==> src/core/acd_pkg.sv <==
// constants and types of the setup command decoder
// Operation
// a command byte is a setup command only when bit seven is zero
// a setup command also needs bit six set to one
// bits five and four select clock mode, acquisition timing and start pin use
// upper clock-mode bit loads one at power-up
// clock mode 01 converts on internal clock, sampling timed by start pulse
// clock mode 11 converts and acquires on serial clock, at most 3.6 MHz
// internal reference sleeps after scans, input scan then waits 218 internal clocks
// in clock mode 11 that wake wait counts 218 serial clocks
// temperature always uses internal reference, waits 244 clocks after wake-up
// in clock mode 11 temperature appears on data out 188 clocks later
// reference forced on skips wake wait but still delays temperature 188 clocks
// external reference modes never wake internal reference, second pin is reference; code wakes it for temperature and force bit
// reference mode 10 is default, internal reference sleeps after each scan
// low setup bits 00 or 01 mean no data byte, pairing unchanged
// low setup bits 10 mean next byte goes to unipolar pairing register
// low setup bits 11 mean next byte goes to bipolar pairing register
// setup plus data keeps select low sixteen clocks, later bytes are commands
// both pairing registers reset to all zeros
// reference forced on by force bit, or DAC demand in reference mode 00
// bytes arrive most significant bit first, decoded once eight bits are in
package acd_pkg;
	localparam int CORE_CLK_KHZ = 200000;
	localparam int SCLK_MAX_KHZ = 3600;
	// internal conversion clock never runs faster than the external limit
	localparam int INT_CONV_DIV = (CORE_CLK_KHZ + SCLK_MAX_KHZ - 1) / SCLK_MAX_KHZ;
	localparam int BYTE_BITS = 8;
	localparam int SEL_MSB = 7;
	localparam int SEL_B6 = 6;
	localparam int CLK_MSB = 5;
	localparam int CLK_LSB = 4;
	localparam int REF_MSB = 3;
	localparam int REF_LSB = 2;
	localparam int PAIR_MSB = 1;
	localparam int PAIR_LSB = 0;
	localparam logic [1:0] SETUP_SEL = 2'h1;
	localparam logic [1:0] CLK_MODE_RESET = 2'h2;
	localparam logic [1:0] CLK_MODE_START_TIMED = 2'h1;
	localparam logic [1:0] CLK_MODE_SERIAL = 2'h3;
	localparam logic [1:0] REF_MODE_RESET = 2'h2;
	localparam logic [1:0] REF_MODE_INT_BOTH = 2'h0;
	localparam logic [7:0] PAIR_RESET = 8'h00;
	localparam logic [7:0] AIN_WAKE_CYCLES = 8'hDA;
	localparam logic [7:0] TEMP_SETTLE_CYCLES = 8'hF4;
	localparam logic [7:0] TEMP_DELAY_CYCLES = 8'hBC;
	localparam int TEMP_BITS = 16;
	typedef enum logic [1:0] {PAIR_NONE, PAIR_UNI, PAIR_BI} acd_pair_t;
endpackage : acd_pkg

==> src/core/acd_byte_if.sv <==
// carrier between the serial receiver and the decoder core
`timescale 1ns/1ps
interface acd_byte_if;
	logic byte_valid;
	logic [7:0] byte_data;
	logic frame_active;
	logic sclk_rise;
	logic sclk_fall;
	modport rx (output byte_valid, output byte_data, output frame_active, output sclk_rise, output sclk_fall);
	modport core (input byte_valid, input byte_data, input frame_active, input sclk_rise, input sclk_fall);
endinterface : acd_byte_if

==> src/core/acd_setup_decoder.sv <==
// setup command decoder with reference wake-up sequencer
`timescale 1ns/1ps
module acd_setup_decoder (
	input wire logic core_clk_i,
	input wire logic reset_i,
	input wire logic spi_sclk_i,
	input wire logic spi_cs_n_i,
	input wire logic spi_mosi_i,
	output logic spi_miso_o,
	output logic spi_miso_oe_o,
	input wire logic ref_force_on_i,
	input wire logic dac_ref_demand_i,
	input wire logic scan_req_i,
	input wire logic temp_req_i,
	input wire logic scan_done_i,
	input wire logic [15:0] temp_result_i,
	output logic [1:0] clk_mode_o,
	output logic [1:0] ref_mode_o,
	output logic [7:0] unipolar_pairs_o,
	output logic [7:0] bipolar_pairs_o,
	output logic conv_start_is_ain_o,
	output logic start_times_sampling_o,
	output logic serial_conv_clk_o,
	output logic adc_ext_ref_dedicated_o,
	output logic int_ref_on_o,
	output logic ref_always_on_o,
	output logic conv_go_o,
	output logic temp_go_o,
	output logic temp_present_o,
	output logic busy_o
);
	typedef enum logic [1:0] {ST_IDLE, ST_WAKE, ST_SETTLE, ST_TEMP_DLY} acd_state_t;

	acd_byte_if link ();

	acd_serial_rx u_rx (
		.core_clk_i(core_clk_i),
		.reset_i(reset_i),
		.spi_sclk_i(spi_sclk_i),
		.spi_cs_n_i(spi_cs_n_i),
		.spi_mosi_i(spi_mosi_i),
		.bus(link.rx)
	);

	logic [1:0] clk_mode_reg;
	logic [1:0] ref_mode_reg;
	logic [7:0] uni_reg;
	logic [7:0] bi_reg;
	acd_pkg::acd_pair_t expect_reg;
	logic setup_hit;

	// any byte not awaited as pairing data is a fresh command
	assign setup_hit = link.byte_valid && (expect_reg == acd_pkg::PAIR_NONE) &&
		(link.byte_data[acd_pkg::SEL_MSB:acd_pkg::SEL_B6] == acd_pkg::SETUP_SEL); // see

	always_ff @(posedge core_clk_i) begin
		if (reset_i) begin
			clk_mode_reg <= acd_pkg::CLK_MODE_RESET;
			ref_mode_reg <= acd_pkg::REF_MODE_RESET;
		end else if (setup_hit) begin
			clk_mode_reg <= link.byte_data[acd_pkg::CLK_MSB:acd_pkg::CLK_LSB];
			ref_mode_reg <= link.byte_data[acd_pkg::REF_MSB:acd_pkg::REF_LSB];
		end
	end

	// pairing data must arrive in the same select frame
	always_ff @(posedge core_clk_i) begin
		if (reset_i || !link.frame_active) begin
			expect_reg <= acd_pkg::PAIR_NONE;
		end else if (setup_hit) begin
			if (!link.byte_data[acd_pkg::PAIR_MSB])
				expect_reg <= acd_pkg::PAIR_NONE;
			else if (link.byte_data[acd_pkg::PAIR_LSB])
				expect_reg <= acd_pkg::PAIR_BI;
			else
				expect_reg <= acd_pkg::PAIR_UNI;
		end else if (link.byte_valid) begin
			expect_reg <= acd_pkg::PAIR_NONE;
		end
	end

	always_ff @(posedge core_clk_i) begin
		if (reset_i) begin
			uni_reg <= acd_pkg::PAIR_RESET;
			bi_reg <= acd_pkg::PAIR_RESET;
		end else if (link.byte_valid) begin
			if (expect_reg == acd_pkg::PAIR_UNI)
				uni_reg <= link.byte_data;
			if (expect_reg == acd_pkg::PAIR_BI)
				bi_reg <= link.byte_data;
		end
	end

	// conversion clock: internal divider, or serial clock rises in mode 11
	logic [5:0] div_reg;
	logic int_tick;
	logic conv_tick;
	assign int_tick = (div_reg == 6'(acd_pkg::INT_CONV_DIV - 1));
	assign conv_tick = (clk_mode_reg == acd_pkg::CLK_MODE_SERIAL) ? link.sclk_rise : int_tick; // see

	always_ff @(posedge core_clk_i) begin
		if (reset_i || int_tick)
			div_reg <= 6'h00;
		else
			div_reg <= div_reg + 6'h01;
	end

	logic forced_on;
	logic ext_ref;
	assign forced_on = ref_force_on_i || (dac_ref_demand_i && ref_mode_reg == acd_pkg::REF_MODE_INT_BOTH);
	assign ext_ref = ref_mode_reg[0];

	acd_state_t state_reg;
	logic [7:0] cnt_reg;
	logic int_ref_reg;
	logic forced_reg;
	logic temp_pend_reg;
	logic go_reg;
	logic tgo_reg;
	logic present_reg;
	logic wait_done;
	assign wait_done = conv_tick && (cnt_reg == 8'h00);

	always_ff @(posedge core_clk_i) begin
		if (reset_i)
			forced_reg <= 1'b0;
		else
			forced_reg <= forced_on;
	end

	always_ff @(posedge core_clk_i) begin
		if (reset_i) begin
			state_reg <= ST_IDLE;
			cnt_reg <= 8'h00;
			temp_pend_reg <= 1'b0;
			go_reg <= 1'b0;
			tgo_reg <= 1'b0;
			present_reg <= 1'b0;
		end else begin
			go_reg <= 1'b0;
			tgo_reg <= 1'b0;
			present_reg <= 1'b0;
			case (state_reg)
				ST_IDLE: begin
					if (scan_req_i && temp_req_i) begin
						temp_pend_reg <= 1'b1;
						if (forced_on) begin
							state_reg <= ST_TEMP_DLY;
							cnt_reg <= acd_pkg::TEMP_DELAY_CYCLES - 8'h01;
						end else if (!int_ref_reg) begin
							state_reg <= ST_SETTLE;
							cnt_reg <= acd_pkg::TEMP_SETTLE_CYCLES - 8'h01;
						end else if (clk_mode_reg == acd_pkg::CLK_MODE_SERIAL) begin
							state_reg <= ST_TEMP_DLY;
							cnt_reg <= acd_pkg::TEMP_DELAY_CYCLES - 8'h01;
						end else begin
							tgo_reg <= 1'b1;
							go_reg <= 1'b1;
							temp_pend_reg <= 1'b0;
						end
					end else if (scan_req_i) begin
						if (!ext_ref && !int_ref_reg && !forced_on) begin
							state_reg <= ST_WAKE;
							cnt_reg <= acd_pkg::AIN_WAKE_CYCLES - 8'h01;
						end else begin
							go_reg <= 1'b1;
						end
					end
				end
				ST_WAKE: begin
					if (wait_done) begin
						state_reg <= ST_IDLE;
						go_reg <= 1'b1;
					end else if (conv_tick) begin
						cnt_reg <= cnt_reg - 8'h01;
					end
				end
				ST_SETTLE: begin
					if (wait_done && clk_mode_reg == acd_pkg::CLK_MODE_SERIAL) begin
						state_reg <= ST_TEMP_DLY;
						cnt_reg <= acd_pkg::TEMP_DELAY_CYCLES - 8'h01;
					end else if (wait_done) begin
						state_reg <= ST_IDLE;
						tgo_reg <= 1'b1;
						go_reg <= 1'b1;
						temp_pend_reg <= 1'b0;
					end else if (conv_tick) begin
						cnt_reg <= cnt_reg - 8'h01;
					end
				end
				ST_TEMP_DLY: begin
					if (wait_done) begin
						state_reg <= ST_IDLE;
						tgo_reg <= 1'b1;
						go_reg <= 1'b1;
						temp_pend_reg <= 1'b0;
						present_reg <= (clk_mode_reg == acd_pkg::CLK_MODE_SERIAL);
					end else if (conv_tick) begin
						cnt_reg <= cnt_reg - 8'h01;
					end
				end
				default: begin
					state_reg <= ST_IDLE;
				end
			endcase
		end
	end

	// reference wakes on wake or settle wait entry; auto shutdown after the scan
	always_ff @(posedge core_clk_i) begin
		if (reset_i)
			int_ref_reg <= 1'b0;
		else if (forced_on || state_reg == ST_WAKE || state_reg == ST_SETTLE)
			int_ref_reg <= 1'b1;
		else if (scan_done_i)
			int_ref_reg <= 1'b0;
	end

	// temperature word leaves msb first on serial clock falls
	logic [15:0] dout_reg;
	logic oe_reg;
	always_ff @(posedge core_clk_i) begin
		if (reset_i) begin
			dout_reg <= 16'h0000;
			oe_reg <= 1'b0;
		end else begin
			oe_reg <= link.frame_active;
			if (present_reg)
				dout_reg <= temp_result_i;
			else if (link.frame_active && link.sclk_fall)
				dout_reg <= {dout_reg[14:0], 1'b0};
		end
	end

	always_ff @(posedge core_clk_i) begin
		if (reset_i) begin
			spi_miso_o <= 1'b0;
			spi_miso_oe_o <= 1'b0;
			clk_mode_o <= acd_pkg::CLK_MODE_RESET;
			ref_mode_o <= acd_pkg::REF_MODE_RESET;
			unipolar_pairs_o <= acd_pkg::PAIR_RESET;
			bipolar_pairs_o <= acd_pkg::PAIR_RESET;
			conv_start_is_ain_o <= 1'b1;
			start_times_sampling_o <= 1'b0;
			serial_conv_clk_o <= 1'b0;
			adc_ext_ref_dedicated_o <= 1'b0;
			int_ref_on_o <= 1'b0;
			ref_always_on_o <= 1'b0;
			conv_go_o <= 1'b0;
			temp_go_o <= 1'b0;
			temp_present_o <= 1'b0;
			busy_o <= 1'b0;
		end else begin
			spi_miso_o <= dout_reg[15];
			spi_miso_oe_o <= oe_reg;
			clk_mode_o <= clk_mode_reg;
			ref_mode_o <= ref_mode_reg;
			unipolar_pairs_o <= uni_reg;
			bipolar_pairs_o <= bi_reg;
			conv_start_is_ain_o <= clk_mode_reg[1];
			start_times_sampling_o <= (clk_mode_reg == acd_pkg::CLK_MODE_START_TIMED);
			serial_conv_clk_o <= (clk_mode_reg == acd_pkg::CLK_MODE_SERIAL);
			adc_ext_ref_dedicated_o <= ext_ref;
			int_ref_on_o <= int_ref_reg;
			ref_always_on_o <= forced_reg;
			conv_go_o <= go_reg;
			temp_go_o <= tgo_reg;
			temp_present_o <= present_reg;
			busy_o <= (state_reg != ST_IDLE);
		end
	end

	chk_nonsetup_ignored: assert property (@(posedge core_clk_i) disable iff (reset_i)
		link.byte_valid && expect_reg == acd_pkg::PAIR_NONE && link.byte_data[7]
		|=> $stable(clk_mode_reg) && $stable(ref_mode_reg))
		else $error("command with bit seven set changed the setup");
	chk_bit6_required: assert property (@(posedge core_clk_i) disable iff (reset_i)
		link.byte_valid && expect_reg == acd_pkg::PAIR_NONE && link.byte_data[7:6] == 2'h0
		|=> $stable(ref_mode_reg) && expect_reg == acd_pkg::PAIR_NONE)
		else $error("command with bit six clear acted as setup");
	chk_clk_mode_load: assert property (@(posedge core_clk_i) disable iff (reset_i)
		setup_hit |=> clk_mode_reg == $past(link.byte_data[5:4]) ##2 clk_mode_o == $past(clk_mode_reg, 2))
		else $error("clock mode field not loaded from setup byte");
	chk_reset_clk_mode: assert property (@(posedge core_clk_i)
		$fell(reset_i) |-> clk_mode_reg[1] && conv_start_is_ain_o)
		else $error("upper clock mode bit not one after reset");
	chk_no_pair_byte: assert property (@(posedge core_clk_i) disable iff (reset_i)
		link.byte_valid && expect_reg == acd_pkg::PAIR_NONE |=> $stable(uni_reg) && $stable(bi_reg))
		else $error("pairing register written without request");
	chk_uni_store: assert property (@(posedge core_clk_i) disable iff (reset_i)
		link.byte_valid && expect_reg == acd_pkg::PAIR_UNI
		|=> uni_reg == $past(link.byte_data) && $stable(bi_reg) && expect_reg == acd_pkg::PAIR_NONE)
		else $error("unipolar pairing byte not stored");
	chk_bi_store: assert property (@(posedge core_clk_i) disable iff (reset_i)
		link.byte_valid && expect_reg == acd_pkg::PAIR_BI
		|=> bi_reg == $past(link.byte_data) && $stable(uni_reg))
		else $error("bipolar pairing byte not stored");
	chk_wake_start: assert property (@(posedge core_clk_i) disable iff (reset_i)
		state_reg == ST_IDLE && scan_req_i && !temp_req_i && !ext_ref && !int_ref_reg && !forced_on
		|=> state_reg == ST_WAKE && cnt_reg == 8'hD9 && !go_reg)
		else $error("input scan did not start the 218 cycle wake wait");
	chk_wake_end: assert property (@(posedge core_clk_i) disable iff (reset_i)
		state_reg == ST_WAKE && conv_tick && cnt_reg == 8'h00 |=> go_reg && state_reg == ST_IDLE)
		else $error("wake wait did not end in a conversion start");
	chk_ext_no_wake: assert property (@(posedge core_clk_i) disable iff (reset_i)
		state_reg == ST_IDLE && scan_req_i && !temp_req_i && ext_ref |=> go_reg ##1 conv_go_o)
		else $error("external reference scan waited for wake-up");
	chk_forced_delay: assert property (@(posedge core_clk_i) disable iff (reset_i)
		state_reg == ST_IDLE && scan_req_i && temp_req_i && forced_on
		|=> state_reg == ST_TEMP_DLY && cnt_reg == 8'hBB)
		else $error("forced reference temperature lacks 188 cycle delay");
	chk_force_on: assert property (@(posedge core_clk_i) disable iff (reset_i)
		ref_force_on_i |=> forced_reg && int_ref_reg ##1 ref_always_on_o)
		else $error("force bit did not hold reference on");
	chk_dac_force: assert property (@(posedge core_clk_i) disable iff (reset_i)
		dac_ref_demand_i && ref_mode_reg == acd_pkg::REF_MODE_INT_BOTH |=> forced_reg)
		else $error("dac demand in mode 00 did not force reference");
	chk_settle_start: assert property (@(posedge core_clk_i) disable iff (reset_i)
		state_reg == ST_IDLE && scan_req_i && temp_req_i && !forced_on && !int_ref_reg
		|=> state_reg == ST_SETTLE && cnt_reg == 8'hF3)
		else $error("temperature did not start the 244 cycle settle wait");
	chk_temp_pending: assert property (@(posedge core_clk_i) disable iff (reset_i)
		temp_pend_reg |-> state_reg == ST_SETTLE || state_reg == ST_TEMP_DLY)
		else $error("temperature pending outside its waits");
	chk_temp_go_pair: assert property (@(posedge core_clk_i) disable iff (reset_i)
		tgo_reg |-> go_reg)
		else $error("temperature go without conversion go");
	chk_serial_settle_end: assert property (@(posedge core_clk_i) disable iff (reset_i)
		state_reg == ST_SETTLE && wait_done && clk_mode_reg == acd_pkg::CLK_MODE_SERIAL
		|=> state_reg == ST_TEMP_DLY && cnt_reg == 8'hBB)
		else $error("serial mode settle did not add the 188 cycle delay");
	chk_present_load: assert property (@(posedge core_clk_i) disable iff (reset_i)
		present_reg |=> dout_reg == $past(temp_result_i))
		else $error("temperature word not loaded for data out");
	chk_start_timed: assert property (@(posedge core_clk_i) disable iff (reset_i)
		clk_mode_reg == acd_pkg::CLK_MODE_START_TIMED |=> start_times_sampling_o)
		else $error("clock mode 01 did not select start timed sampling");
	chk_serial_tick: assert property (@(posedge core_clk_i) disable iff (reset_i)
		clk_mode_reg == acd_pkg::CLK_MODE_SERIAL && state_reg != ST_IDLE && !link.sclk_rise |=> $stable(cnt_reg))
		else $error("serial mode wait counted without a serial clock");
	chk_int_ref_down: assert property (@(posedge core_clk_i) disable iff (reset_i)
		scan_done_i && !forced_on && state_reg == ST_IDLE |=> !int_ref_reg)
		else $error("internal reference stayed on after the scan");
	chk_pair_reset: assert property (@(posedge core_clk_i)
		$fell(reset_i) |-> uni_reg == acd_pkg::PAIR_RESET && bi_reg == acd_pkg::PAIR_RESET)
		else $error("pairing registers not zero after reset");
	chk_pair_cancel: assert property (@(posedge core_clk_i) disable iff (reset_i)
		!link.frame_active |=> expect_reg == acd_pkg::PAIR_NONE)
		else $error("pairing byte still awaited after deselect");
	chk_ext_dedicated: assert property (@(posedge core_clk_i) disable iff (reset_i)
		ext_ref |=> adc_ext_ref_dedicated_o)
		else $error("external reference mode did not dedicate the pin");
endmodule : acd_setup_decoder

==> src/core/acd_serial_rx.sv <==
// serial byte receiver with pin synchronisers
`timescale 1ns/1ps
module acd_serial_rx (
	input wire logic core_clk_i,
	input wire logic reset_i,
	input wire logic spi_sclk_i,
	input wire logic spi_cs_n_i,
	input wire logic spi_mosi_i,
	acd_byte_if.rx bus
);
	logic [2:0] sclk_sync_reg;
	logic [2:0] cs_sync_reg;
	logic [2:0] mosi_sync_reg;
	logic sclk_reg;
	logic cs_n_reg;
	logic mosi_reg;
	logic [2:0] bit_cnt_reg;
	logic [6:0] shift_reg;

	always_ff @(posedge core_clk_i) begin
		if (reset_i) begin
			sclk_sync_reg <= 3'h0;
			cs_sync_reg <= 3'h7;
			mosi_sync_reg <= 3'h0;
		end else begin
			sclk_sync_reg <= {sclk_sync_reg[1:0], spi_sclk_i};
			cs_sync_reg <= {cs_sync_reg[1:0], spi_cs_n_i};
			mosi_sync_reg <= {mosi_sync_reg[1:0], spi_mosi_i};
		end
	end

	// a level counts only once stages two and three agree
	always_ff @(posedge core_clk_i) begin
		if (reset_i) begin
			sclk_reg <= 1'b0;
			cs_n_reg <= 1'b1;
			mosi_reg <= 1'b0;
		end else begin
			if (sclk_sync_reg[1] == sclk_sync_reg[2])
				sclk_reg <= sclk_sync_reg[2];
			if (cs_sync_reg[1] == cs_sync_reg[2])
				cs_n_reg <= cs_sync_reg[2];
			if (mosi_sync_reg[1] == mosi_sync_reg[2])
				mosi_reg <= mosi_sync_reg[2];
		end
	end

	logic rise;
	logic fall;
	assign rise = !sclk_reg && (sclk_sync_reg[1] == sclk_sync_reg[2]) && sclk_sync_reg[2];
	assign fall = sclk_reg && (sclk_sync_reg[1] == sclk_sync_reg[2]) && !sclk_sync_reg[2];

	always_ff @(posedge core_clk_i) begin
		if (reset_i || cs_n_reg) begin
			bit_cnt_reg <= 3'h0;
			shift_reg <= 7'h00;
			bus.byte_valid <= 1'b0;
			bus.byte_data <= 8'h00;
		end else begin
			bus.byte_valid <= 1'b0;
			if (rise) begin
				shift_reg <= {shift_reg[5:0], mosi_reg};
				bit_cnt_reg <= bit_cnt_reg + 3'h1;
				if (bit_cnt_reg == 3'h7) begin
					bus.byte_valid <= 1'b1;
					bus.byte_data <= {shift_reg, mosi_reg};
				end
			end
		end
	end

	always_ff @(posedge core_clk_i) begin
		if (reset_i) begin
			bus.frame_active <= 1'b0;
			bus.sclk_rise <= 1'b0;
			bus.sclk_fall <= 1'b0;
		end else begin
			bus.frame_active <= !cs_n_reg;
			bus.sclk_rise <= rise;
			bus.sclk_fall <= fall;
		end
	end
endmodule : acd_serial_rx

==> config.mk <==
export PLATFORM = sky130hd
export DESIGN_NAME = acd_setup_decoder
export DESIGN_NICKNAME = d
export VERILOG_FILES = /design/src/core/acd_pkg.sv /design/src/core/acd_byte_if.sv /design/src/core/acd_setup_decoder.sv /design/src/core/acd_serial_rx.sv
export SDC_FILE = /design/constraint.sdc
export NUM_CORES = 1
export LEC_CHECK = 0
export BUFFER_PORTS_ARGS = -buffer_cell sky130_fd_sc_hd__buf_2
export CAP_MARGIN = 10
export CORE_MARGIN = 4
export CORE_UTILIZATION = 50
export DETAILED_ROUTE_END_ITERATION = 12
export GPL_TIMING_DRIVEN = 0
export HOLD_SLACK_MARGIN = 0.02
export MAX_ROUTING_LAYER = met4
export PLACE_DENSITY = 0.75
export SLEW_MARGIN = 20
export SYNTH_ARGS = -nofsm -noshare
export SYNTH_HDL_FRONTEND = slang
export SYNTH_HIERARCHICAL = 1
export SYNTH_SLANG_ARGS = --single-unit
==> constraint.sdc <==
create_clock -name core_clk_i -period 3.6 [get_ports core_clk_i]
set_input_delay 0.9 -clock core_clk_i [delete_from_list [all_inputs] [get_ports core_clk_i]]
set_output_delay 0.9 -clock core_clk_i [all_outputs]
set_load 0.01 [all_outputs]
==> impl_metrics.json <==
{
  "status": "finished clean",
  "cts_hold_buf": 0,
  "p_per_area_nw_per_um2": 579,
  "synth_top_family_by_area": "simple AND/OR/NAND/NOR gates",
  "pre_cts_ws_ps": 1020,
  "path_delay_family": "simple AND/OR/NAND/NOR gates",
  "critPathMaxFanout": 7,
  "final_net_count": 614,
  "required_ps": 4010,
  "grt_start_max_net_pins": 17,
  "r2r_setup_slack_ps": 1300,
  "synthTopCellsByArea": "dfxtp_1 52%, a21oi_1 5.8%, nor2b_1 4.7%",
  "drt-pass1-iter-count": 4,
  "die_h_um": 106,
  "dieArea_um2": 11200,
  "cp-end-kind": "register",
  "setup_viol": 0,
  "coreArea_um2": 9240,
  "synth_xor_area_frac": 0.00735,
  "yosysUniqueCellTypes": 58,
  "yosys.area_share.simple": 0.250,
  "num_vias": 3826,
  "ys_seq_area_frac": 0.521,
  "num_rows": 35,
  "hold_end": "u_rx/cs_sync_reg[1]$_SDFF_PP1_",
  "synth_compound_area_frac": 0.125,
  "grt_pass1_vias": 3812,
  "worstRegToRegCells": 8,
  "fin_hold_ws_ps": 415,
  "area_growth_pct": 22.2,
  "synth_edf_count": 0,
  "ant_nets": 0,
  "slew_headroom": 0.521,
  "hp-class": "reg -> reg",
  "synthArstFlopShare": 0,
  "ir_worst_vdd_mv": 0.279,
  "synth_top_area_frac": 0.521,
  "min_period_ps": 2300,
  "fmax_mhz": 434,
  "crit_arrival_ps": 2710,
  "synth_ff_type": "dfxtp_1",
  "synth_area_per_cell_um2": 9.40,
  "io_buffers": 57,
  "fin_tns_setup_ps": 0,
  "cts_root_buf": "clkbuf_8",
  "max_cap_violations": 0,
  "hp-start": "u_rx/cs_sync_reg[0]$_SDFF_PP1_",
  "fp.dieW_um": 106,
  "cts_tree": "yes",
  "clock-sinks": 124,
  "syn_area_um2": 4770,
  "drt-vias-per-instance": 5.28,
  "grt_pass1_wl_mm": 17.9,
  "yosys.area.top_type": "dfxtp_1",
  "reg2reg_to": "cnt_reg[3]$_SDFFE_PP0P_",
  "synthMuxAreaShare": 0.0443,
  "clk-insertion-delay-late_ps": 510,
  "h-tree-depth": 4,
  "hold_viol": 0,
  "holdPathStages": 1,
  "placed_cell_area_um2": 5220,
  "finalWorstSetupSlack_ps": 1300,
  "drt_wl_total_mm": 10.4,
  "place_congestion": 0.843,
  "cp-start-kind": "register",
  "drive_above_1_share": 0.200,
  "clkTransAtPathRegs_ps": 60,
  "drc": 0,
  "synth-adder-area-share": 0.0131,
  "diodes": 0,
  "ioPinCount": 58,
  "clockBufferDepth": 2,
  "cts_buffers": 17,
  "fillers": 764,
  "max_stage_delay_ps": 470,
  "post_cts_resized": 0,
  "path_buf_inv": 2,
  "grt.total_usage": 0.201,
  "worstMarginPinSlew_ps": 712,
  "path_cells": "inv_1, ha_1, or3b_2, or2_1, clkbuf_1, and4_4, and3b_1, a2111oi_2",
  "hpwl_mm": 7.14,
  "synth_nets": 538,
  "synthCells": 507,
  "rr_startpoint": "cnt_reg[1]$_SDFFE_PP0P_",
  "start_util": 0.516,
  "avgRoutedWirePerCell_um": 14.3,
  "drtIter0Drc": 146,
  "post_cts_buffers": 0,
  "finalMaxSlewViolations": 0,
  "largest_reg_flops": 16,
  "leakage_uw": 0.00228,
  "grt_overflow": 0,
  "antenna_found_initial": 0,
  "rsz0062_at_grt": "false",
  "final_cell_area_um2": 5830,
  "utilization": 0.631,
  "fin_crit_sh": 0.640,
  "fin_skew_ps": 7.08,
  "yosysWarnings": 6,
  "ys_ff_latch": 124,
  "worstSetupPathType": "reg -> reg",
  "crit_slowest_cell": "or3b_2"
}
## routing by layer
metal  global-route usage  share of wire  vias to the layer above
met5                    -              0                        -
met4               0.0814          0.020                        0
met3               0.0508          0.056                       21
met2                0.316           0.48                      110
met1                0.249           0.44                     1778
li1                     -              -                     1917
## where the power goes
group | switching (uW) | internal [uW]
clock network | 618 | 1130
logic | 122 | 80.6
registers | 22.6 | 1400
total | 762 | 2610
## cell usage after synthesis, types with 5 or more instances
cell and number:
or3b_1 10, buf_2 5, ha_1 5, nand2_1 40, dfxtp_1 124, nand3b_1 5, or2_2 9, inv_1 8
nor3b_1 7, o22a_1 7, o21ai_1 6, clkbuf_1 23, nor2b_1 36, o31ai_1 6, nand3_1 29, or3b_2 6
nor3_1 7, mux2i_1 17, a21oi_1 55, nor2_1 41, o21ai_0 5
## placed cells by master (no fill, tap or decap), types with 8 or more instances in the layout
master / synthesis / layout
a21oi_1: 55 / 55
buf_2: 5 / 62
clkbuf_1: 23 / 25
clkbuf_16: 0 / 16
dfxtp_1: 124 / 124
inv_1: 8 / 8
mux2i_1: 17 / 17
nand2_1: 40 / 40
nand3_1: 29 / 29
nor2_1: 41 / 41
nor2b_1: 36 / 36
or2_2: 9 / 9
or3b_1: 10 / 10
## how the worst max path moves through the flow
stage | cells past startpoint | to | start
floorplan | 5 | cnt_reg[3]$_SDFFE_PP0P_ | dac_ref_demand_i
global placement | 6 | cnt_reg[3]$_SDFFE_PP0P_ | dac_ref_demand_i
detailed placement | 6 | cnt_reg[3]$_SDFFE_PP0P_ | dac_ref_demand_i
CTS | 8 | cnt_reg[3]$_SDFFE_PP0P_ | cnt_reg[1]$_SDFFE_PP0P_
global route | 8 | cnt_reg[3]$_SDFFE_PP0P_ | cnt_reg[1]$_SDFFE_PP0P_
finish | 8 | cnt_reg[3]$_SDFFE_PP0P_ | cnt_reg[1]$_SDFFE_PP0P_
## stage by stage
step                      total power [uW]  cells
after global routing                  3500    725
final                                 3380    725
after global placement                1650    693
after detailed placement              1650    693
after CTS                             3400    725
after floorplan                       1590    507
## area by class of cell
type	count	area [um2]	share of cell area
repair buffers	57	285	0.0489
clock buffers	19	422	0.0723
well taps	129	161	0.0277
flip-flops and latches	124	2480	0.426
inverters	8	30.0	0.00515
clock inverters	13	191	0.0328
multi-input cells	342	2100	0.360
plain buffers	33	156	0.0268
## cell families after synthesis
group                      count (synthesis)
and+or+nand+nor                          215
DFF                                      124
AOI/OAI and AO/OA                         98
buffers and inverters                     41
muxes                                     20
adders and majority gates                  5
xor gates and xnor gates                   4
No activity file was read; power rests on OpenSTA's default activity.
